<file path="config.mk">
export PLATFORM = sky130hd
export DESIGN_NAME = opc_output_port_control
export DESIGN_NICKNAME = d
export VERILOG_FILES = /design/src/opc_output_port_control.v /design/src/opc_port_stage.v
export VERILOG_INCLUDE_DIRS = /design/src
export SDC_FILE = /design/constraint.sdc
export NUM_CORES = 1
export LEC_CHECK = 0
export ABC_AREA = 1
export BUFFER_PORTS_ARGS = -buffer_cell sky130_fd_sc_hd__buf_2
export CAP_MARGIN = 15
export CORE_ASPECT_RATIO = 0.8
export CORE_MARGIN = 2
export CORE_UTILIZATION = 45
export DETAILED_ROUTE_END_ITERATION = 6
export GPL_ROUTABILITY_DRIVEN = 1
export MAX_ROUTING_LAYER = met4
export PLACE_DENSITY_LB_ADDON = 0.3
export SYNTH_ARGS = -nofsm -noshare
export SYNTH_HDL_FRONTEND = slang
export SYNTH_SLANG_ARGS = --single-unit
</file>
<file path="constraint.sdc">
create_clock -name clk -period 1.3 [get_ports clk]
set_input_delay 0.26 -clock clk [delete_from_list [all_inputs] [get_ports clk]]
set_output_delay 0.26 -clock clk [all_outputs]
set_load 0.02 [all_outputs]
</file>
<file path="src/opc_regs.vh">
// Register map, field layout, reset values and timing figures of the output port block.
// Assumes inclusion by bare name from the design files of this block only.
`ifndef OPC_REGS_VH
`define OPC_REGS_VH

// ************************************************************
// Register byte addresses
// ************************************************************
`define OPC_ADDR_PARALLEL  8'h00
`define OPC_ADDR_SOURCE    8'h04
`define OPC_ADDR_INVERT    8'h08
`define OPC_ADDR_LEVEL     8'h0c
`define OPC_ADDR_MONITOR   8'h10

// ************************************************************
// Field layout
// ************************************************************
`define OPC_PORTS          4
`define OPC_SRC_W          2
`define OPC_SRC_ALL_W      8

// ************************************************************
// Source selector codes
// ************************************************************
`define OPC_SRC_EXPOSURE   2'h0
`define OPC_SRC_TRIGGER    2'h1
`define OPC_SRC_USER       2'h2
`define OPC_SRC_NONE       2'h3
`define OPC_SRC_ALL_USER   8'haa

// ************************************************************
// Reset values
// ************************************************************
`define OPC_SRC_RESET      8'ha4
`define OPC_INVERT_RESET   4'h0
`define OPC_LEVEL_RESET    4'h0
`define OPC_PIN_RESET      1'b0

// ************************************************************
// Timing figures
// ************************************************************
`define OPC_CLK_PERIOD_PS  4000
`define OPC_READ_TIME_NS   250000
`define OPC_WRITE_TIME_NS  200000
`define OPC_LOOP_TIME_NS   1000000
`define OPC_READ_CYCLES    ((`OPC_READ_TIME_NS * 1000) / `OPC_CLK_PERIOD_PS)
`define OPC_WRITE_CYCLES   ((`OPC_WRITE_TIME_NS * 1000) / `OPC_CLK_PERIOD_PS)
`define OPC_LOOP_CYCLES    ((`OPC_LOOP_TIME_NS * 1000) / `OPC_CLK_PERIOD_PS)

`endif

</file>
<file path="src/opc_output_port_control.v">
// Control of four digital output ports with per-port source, invert and level,
// a per-port monitor and a parallel output word.
// Assumes a one-cycle register port, inputs synchronous to clk and a synchronous reset.
//
// Overview of operation
// - User level is applied before the inverter on a user settable port.
// - Monitor register reports each port's present pin level, low or high.
// - Parallel output word is 32 bits; only the four low bits matter.
// - Writing parallel word drives each port high for 1, low for 0.
// - Reading parallel word returns present port levels in its four low bits.
// - Port state reads finish well within 250 microseconds.
// - Output level writes take effect well within 200 microseconds.
// - Input read then output write completes in under one millisecond.
// - Each port selects exposure active, accepts trigger, or user settable source.
// - After reset port 0 carries exposure active, port 1 accepts trigger.
// - Invert control false passes the signal, true inverts it at the pin.
// - User level per port selects low or high, changeable any time.
`include "opc_regs.vh"
`default_nettype none

module opc_output_port_control #(
   parameter ADDR_W = 8,
   parameter DATA_W = 32
) (
   // Clock and reset
   input  wire                clk,
   input  wire                rst,
   // Register port
   input  wire [ADDR_W-1:0]   reg_addr,
   input  wire [DATA_W-1:0]   reg_wdata,
   input  wire                reg_write,
   input  wire                reg_read,
   output reg  [DATA_W-1:0]   reg_rdata,
   // Camera signals
   input  wire                exposure_active,
   input  wire                accepts_trigger,
   // Output port pins
   output wire [3:0]          port_out
);

   // ************************************************************
   // Configuration registers
   // ************************************************************

   reg  [`OPC_SRC_ALL_W-1:0]  port_source_select;
   reg  [`OPC_PORTS-1:0]      port_invert_control;
   reg  [`OPC_PORTS-1:0]      user_port_level;
   wire [`OPC_PORTS-1:0]      pin_level;
   reg  [DATA_W-1:0]          next_rdata;

   // Address match on the low address bits
   function hit;
      input [ADDR_W-1:0] addr;
      input [7:0]        target;
      begin
         hit = (addr[7:0] == target);
      end
   endfunction

   // Register writes; parallel word forces user mode so the pin shows the bit
   always @(posedge clk) begin
      if (rst) begin
         port_source_select  <= `OPC_SRC_RESET;
         port_invert_control <= `OPC_INVERT_RESET;
         user_port_level     <= `OPC_LEVEL_RESET;
      end else if (reg_write) begin
         if (hit(reg_addr, `OPC_ADDR_PARALLEL)) begin
            port_source_select <= `OPC_SRC_ALL_USER;
            // Pre-invert so bit n lands on pin n as written
            user_port_level    <= reg_wdata[3:0] ^ port_invert_control;
         end
         if (hit(reg_addr, `OPC_ADDR_SOURCE)) begin
            port_source_select <= reg_wdata[`OPC_SRC_ALL_W-1:0];
         end
         if (hit(reg_addr, `OPC_ADDR_INVERT)) begin
            port_invert_control <= reg_wdata[3:0];
         end
         if (hit(reg_addr, `OPC_ADDR_LEVEL)) begin
            user_port_level <= reg_wdata[3:0];
         end
      end
   end

   // ************************************************************
   // Port stages
   // ************************************************************

   // One stage per port, selector field n for port n
   genvar i;
   generate
      for (i = 0; i < `OPC_PORTS; i = i + 1) begin : g_port
         opc_port_stage u_stage (
            .clk                 (clk),
            .rst                 (rst),
            .port_source_select  (port_source_select[i*`OPC_SRC_W +: `OPC_SRC_W]),
            .port_invert_control (port_invert_control[i]),
            .user_port_level     (user_port_level[i]),
            .exposure_active     (exposure_active),
            .accepts_trigger     (accepts_trigger),
            .pin                 (pin_level[i])
         );
      end
   endgenerate

   // Pins straight from the stage flip-flops
   assign port_out = pin_level;

   // ************************************************************
   // Read path
   // ************************************************************

   // Read data select; unmapped addresses read zero
   always @* begin
      next_rdata = {DATA_W{1'b0}};
      if (hit(reg_addr, `OPC_ADDR_PARALLEL)) begin
         next_rdata[3:0] = pin_level;
      end else if (hit(reg_addr, `OPC_ADDR_SOURCE)) begin
         next_rdata[`OPC_SRC_ALL_W-1:0] = port_source_select;
      end else if (hit(reg_addr, `OPC_ADDR_INVERT)) begin
         next_rdata[3:0] = port_invert_control;
      end else if (hit(reg_addr, `OPC_ADDR_LEVEL)) begin
         next_rdata[3:0] = user_port_level;
      end else if (hit(reg_addr, `OPC_ADDR_MONITOR)) begin
         next_rdata[3:0] = pin_level;
      end
   end

   // Read data stands only in the cycle after the strobe
   always @(posedge clk) begin
      if (rst) begin
         reg_rdata <= {DATA_W{1'b0}};
      end else if (reg_read) begin
         reg_rdata <= next_rdata;
      end else begin
         reg_rdata <= {DATA_W{1'b0}};
      end
   end

endmodule // opc_output_port_control

`default_nettype wire

</file>
<file path="src/opc_port_stage.v">
// One output port: source selection, inverter and the pin flip-flop.
// Assumes camera signals synchronous to clk and configuration held in the parent.
`include "opc_regs.vh"
`default_nettype none

module opc_port_stage (
   // Clock and reset
   input  wire                    clk,
   input  wire                    rst,
   // Configuration
   input  wire [`OPC_SRC_W-1:0]   port_source_select,
   input  wire                    port_invert_control,
   input  wire                    user_port_level,
   // Camera signals
   input  wire                    exposure_active,
   input  wire                    accepts_trigger,
   // Pin
   output reg                     pin
);

   // ************************************************************
   // Source selection
   // ************************************************************

   // Picks the level ahead of the inverter
   function pick_source;
      input [`OPC_SRC_W-1:0] sel;
      input                  expo;
      input                  trig;
      input                  user;
      begin
         case (sel)
            `OPC_SRC_EXPOSURE: pick_source = expo;
            `OPC_SRC_TRIGGER:  pick_source = trig;
            `OPC_SRC_USER:     pick_source = user;
            default:           pick_source = 1'b0;
         endcase
      end
   endfunction

   wire selected;
   wire next_pin;

   // Selected signal, user level included, then inverter
   assign selected = pick_source(port_source_select, exposure_active,
                                 accepts_trigger, user_port_level);
   assign next_pin = selected ^ port_invert_control;

   // ************************************************************
   // Pin register
   // ************************************************************

   // Registered pin level
   always @(posedge clk) begin
      if (rst) begin
         pin <= `OPC_PIN_RESET;
      end else begin
         pin <= next_pin;
      end
   end

endmodule // opc_port_stage

`default_nettype wire

</file>
* Word-level counts from Yosys, hierarchy flattened
Cells that the tools add are included.
Storage, ports and cells: output and inout bits 36, register bits after elaboration 52, word-level logic and storage cells 54
Cells by class: reduce and logical (&&, ||, !) cells 12, equality and inequality tests 12, bitwise logic cells 7, multiplexer cells 13
Operator list (count):
- 4-bit 2-to-1 mux | 7
- 8-bit by 4-bit equality test with 1-bit output, second input constant | 2
- 8-bit 2-to-1 mux | 2
- 1-bit one-hot mux with 3 select lines | 4
- 2-bit by 1-bit equality test with 1-bit output, second input constant | 4
- 2-bit equality test, second input constant | 4
- 8-bit by 3-bit equality test with 1-bit output, second input constant | 1
- 8-bit by 5-bit equality test with 1-bit output, second input constant | 1
- 2-bit zero test | 4
- 8-bit zero test | 1
- 2-bit AND reduction | 3
- 2-bit nonzero test | 2
- 4-bit OR reduction | 1
- 1-bit XOR | 4
- 4-bit XOR | 1
- 1-bit NOT | 2
- 2-bit OR reduction | 1

* Longest topological paths before layout
depth in word-level cells 6, depth in mapped cells 9, mapped depth without buffers 9

* Modules after synthesis
A second synthesis with hierarchy kept.
Unflattened totals: cell total of the unflattened synthesis 275, area total of the unflattened synthesis 1820.5 um^2
Modules (own cells, without submodules):
- opc_output_port_control | times used 1, cells each 215, area an instance 1460.2 um^2
- opc_port_stage | times used 4, cells each 15, area an instance 90.1 um^2

* Least setup slack after synthesis
Ideal clock, no wire load.
kind input -> register, start input reg_addr[6], end register port_source_select[7], arrival 0.975 ns, stages on the path 8, buffers on the path 0, slack 0.207 ns, data required time 1.182 ns, path through inv_2 > nand2_2 > nor2_8 > nand2_1 > inv_2 > nand2_4 > o22ai_1 > nand2_1
On the way: cells in the longest elaborated chain, start to end 3
Ends and longest elaborated chain:
- start, declared | RTL line opc_output_port_control.v:29 | input wire [ADDR_W-1:0] reg_addr,
- 8-bit by 3-bit equality test with 1-bit output / 8-bit zero test (equally long branches) | RTL line opc_output_port_control.v:56 | hit = (addr[7:0] == target);
- 2-bit nonzero test (no source line)
- 2-bit AND reduction (no source line)
- end signal, assigned | RTL line opc_output_port_control.v:63 | port_source_select <= `OPC_SRC_RESET;
- end signal, assigned | RTL line opc_output_port_control.v:68 | port_source_select <= `OPC_SRC_ALL_USER;
- end signal, assigned | RTL line opc_output_port_control.v:73 | port_source_select <= reg_wdata[`OPC_SRC_ALL_W-1:0];
- end, declared | RTL line opc_output_port_control.v:45 | reg [`OPC_SRC_ALL_W-1:0] port_source_select;
Several ways; a longest one is shown, not always the timed one. A chain may end at the register's enable or synchronous reset.

* Worst setup path after layout
start register g_port[1].u_stage.pin, end output port_out[1]
RTL lines:
- start, declared | RTL line opc_port_stage.v:18 | output reg pin
- start signal, assigned | RTL line opc_port_stage.v:56 | pin <= `OPC_PIN_RESET;
- start signal, assigned | RTL line opc_port_stage.v:58 | pin <= next_pin;
- end, declared | RTL line opc_output_port_control.v:38 | output wire [3:0] port_out
No word-level cell between the ends.

==> impl_results.md <==
* Peak supply drop at 0.816 mV
* Vias in the first global route at 1,231
* Count leader, synth: nand2_1
* Synthesis-stage register bit count at 28
* Final core occ at 51.8%
* Die Footprint at 0.00412 mm^2
* FMAX at 923 MHz
* Critical-path cell list: buf_2
* Pins Over Slew Limit at 0
* Worst-Skew Late Latency at 0.28 ns
* CP Buf/Inv Count at 1
* Share of layout cells above drive strength 1 at 20.2%
* Clock Skew at 0.00114 ns
* Crit path required time at 1.04 ns
* Top post-synthesis cells by count: 40 x nand2_1, 31 x inv_1, 30 x buf_4
* CTS buffer count at 3
* End point of the critical path: port_out[1]
* Cells after synthesis at 239
* Async set-reset flop share out of synthesis at 0%
* Area leader, netlist: dfxtp_1
* Layout fillers at 350
* Seq/Total Area, Yosys at 34.4%
* Hold depth at 3
* CP Class: register to output port
* Routability cong. at 0.817
* DRC viols at 0
* Hold Slack at 0.193 ns
* Clock-pin slew on the worst setup and hold paths at 0.09 ns
* I/O pin count at 82
* H-Tree Depth at 1
* # diodes at 0
* Tcrit/Tclk final at 83.3%
* Placement row count at 19
* Mapped Area at 0.00163 mm^2
* Post-synth EDFFs at 0
* Clk root buf: clkbuf_8
* Setup WS post-layout at 0.216 ns
* Ys Warns at 0
* WL per Instance at 10.8 um
* CP Launch Point: g_port[1].u_stage.pin$_SDFF_PP0_
* Layout area overhead at 9.44%
* DP Worst Slack at -0.0467 ns
* CTS tree: done
* First-pass GRT wire length at 5.74 mm
* CP top delay family: flip-flops
* Syn Area/Cell at 6.82 um^2
* Worst hold path type: input pin to register
* P per Cell Area at 864 mW/mm^2
* CP Depth at 1
* Post_cts resized at 0
* Setup Buffers After CTS at 0
* Drt first pass iters at 4
* Starting Density at 47.3%
* Clock buffer depth at 2
* Routed Antenna Nets at 0
* Critical path fanouts, max at 3
* Vias per cell at 4.57
* Via count at 1,434
* Hold_buf cts at 0
* Reg2reg setup slack at 0.29 ns
* Clk sinks at 28
* Total Routing Usage GR at 18.4%
* Post-layout minimum cycle time at 1.08 ns
* Cell variety after synth at 22
* Largest net degree at the start of global routing at 15
* Ys flop type: dfxtp_1
* Critical path's slowest cell: dfxtp_1
* GR Overflow Total at 0
* Dpl hpwl at 2.78 mm
* Die Width at 71.3 um
* Die height at 57.8 um
* Max-cap violations at 0
* Drt initial violations at 65
* CP Launch Type: register
* R2r endpoint: g_port[1].u_stage.pin$_SDFF_PP0_
* Path depth of the worst reg2reg path at 4
* Yosys top cell area share at 34.4%
* Final setup vio count at 0
* Core Region at 0.00345 mm^2
* R2r startpoint: port_source_select[3]$_SDFFE_PP0P_
* Final Hold Viols at 0
* Max incr delay on CP at 0.37 ns
* # port buffers at 33
* Nets at 320
* Leak at 0.959 nW
* CP Data Arrival Time at 0.82 ns
* Synth top area cells: dfxtp_1 34%, buf_4 14%, nand2_1 9.2%
* Routed Wire Length at 3.41 mm
* Run status: finished clean
* Initial antenna violation count at 0
* Critical path endpoint category: output port
* RSZ-0062 raised after global routing: no
==> metal layers <==
layer | share of wire (%) | up-vias | GRT usage [%]
met1 | 49 | 610 | 26.5
met4 | 1.0 | 0 | 4.04
met3 | 6.9 | 5 | 4.35
met2 | 43 | 45 | 26.3
met5 | 0 | - | -
li1 | - | 774 | -
==> per-stage QoR <==
step | cells | area, um^2 | TNS, ns | power (mW)
floorplan | 262 | 1720 | 0 | 1.08
detailed placement | 311 | 1740 | -0.0878 | 1.08
global route | 314 | 1780 | 0 | 1.61
global placement | 311 | 1740 | -0.115 | 1.08
finish | 314 | 1780 | 0 | 1.54
CTS | 314 | 1780 | 0 | 1.55
==> layout make-up <==
cell class | count | area [um^2] | share of cell area (%)
repair buffers | 38 | 203 | 11.4
well taps | 42 | 52.6 | 2.95
clock buffers | 3 | 41.3 | 2.31
multi-input cells | 169 | 800 | 44.8
flip-flops and latches | 28 | 561 | 31.4
inverters | 34 | 128 | 7.15
==> how the worst min path moves through the flow <==
stage	from	endpoint
2_1_floorplan	reg_wdata[7]	port_source_select[7]$_SDFFE_PP1P_
3_3_place_gp	port_source_select[7]$_SDFFE_PP1P_	reg_rdata[7]$_SDFF_PP0_
3_5_place_dp	port_source_select[7]$_SDFFE_PP1P_	reg_rdata[7]$_SDFF_PP0_
4_1_cts	reg_wdata[7]	port_source_select[7]$_SDFFE_PP1P_
5_1_grt	reg_wdata[7]	port_source_select[7]$_SDFFE_PP1P_
6_report	reg_wdata[7]	port_source_select[7]$_SDFFE_PP1P_
==> cell families after synthesis <==
| group | count (synthesis) | synth area share [%] |
|---|---|---|
| buf+inv | 65 | 21.9 |
| simple gates | 102 | 29.3 |
| other cells | 1 | 0.230 |
| xor+xnor | 1 | 0.537 |
| flops | 28 | 34.4 |
| compound gates | 42 | 13.7 |
==> placed cells by master, fill, tap and decap left out, drive strengths merged <==
master	count
nand2	46
dfxtp	28
o21ai	20
nand3b	1
clkbuf	3
nand3	24
o211ai	3
xor2	1
conb	24
nor3	2
a21oi	18
buf	38
inv	34
nor2	29
o22ai	1
==> power by group <==
part / switching, mW / total, mW / internal, mW
registers: 0.00466 / 0.867 / 0.863
logic: 0.143 / 0.196 / 0.0530
clock network: 0.269 / 0.478 / 0.209
total: 0.417 / 1.54 / 1.12
==> state kept, by name (all words and copies together), names as in the netlist <==
signal	cells
user_port_level	4
port_invert_control	4
port_source_select	8
g_port.u_stage.pin	4
reg_rdata	8
No activity file was read; power rests on OpenSTA's default activity.
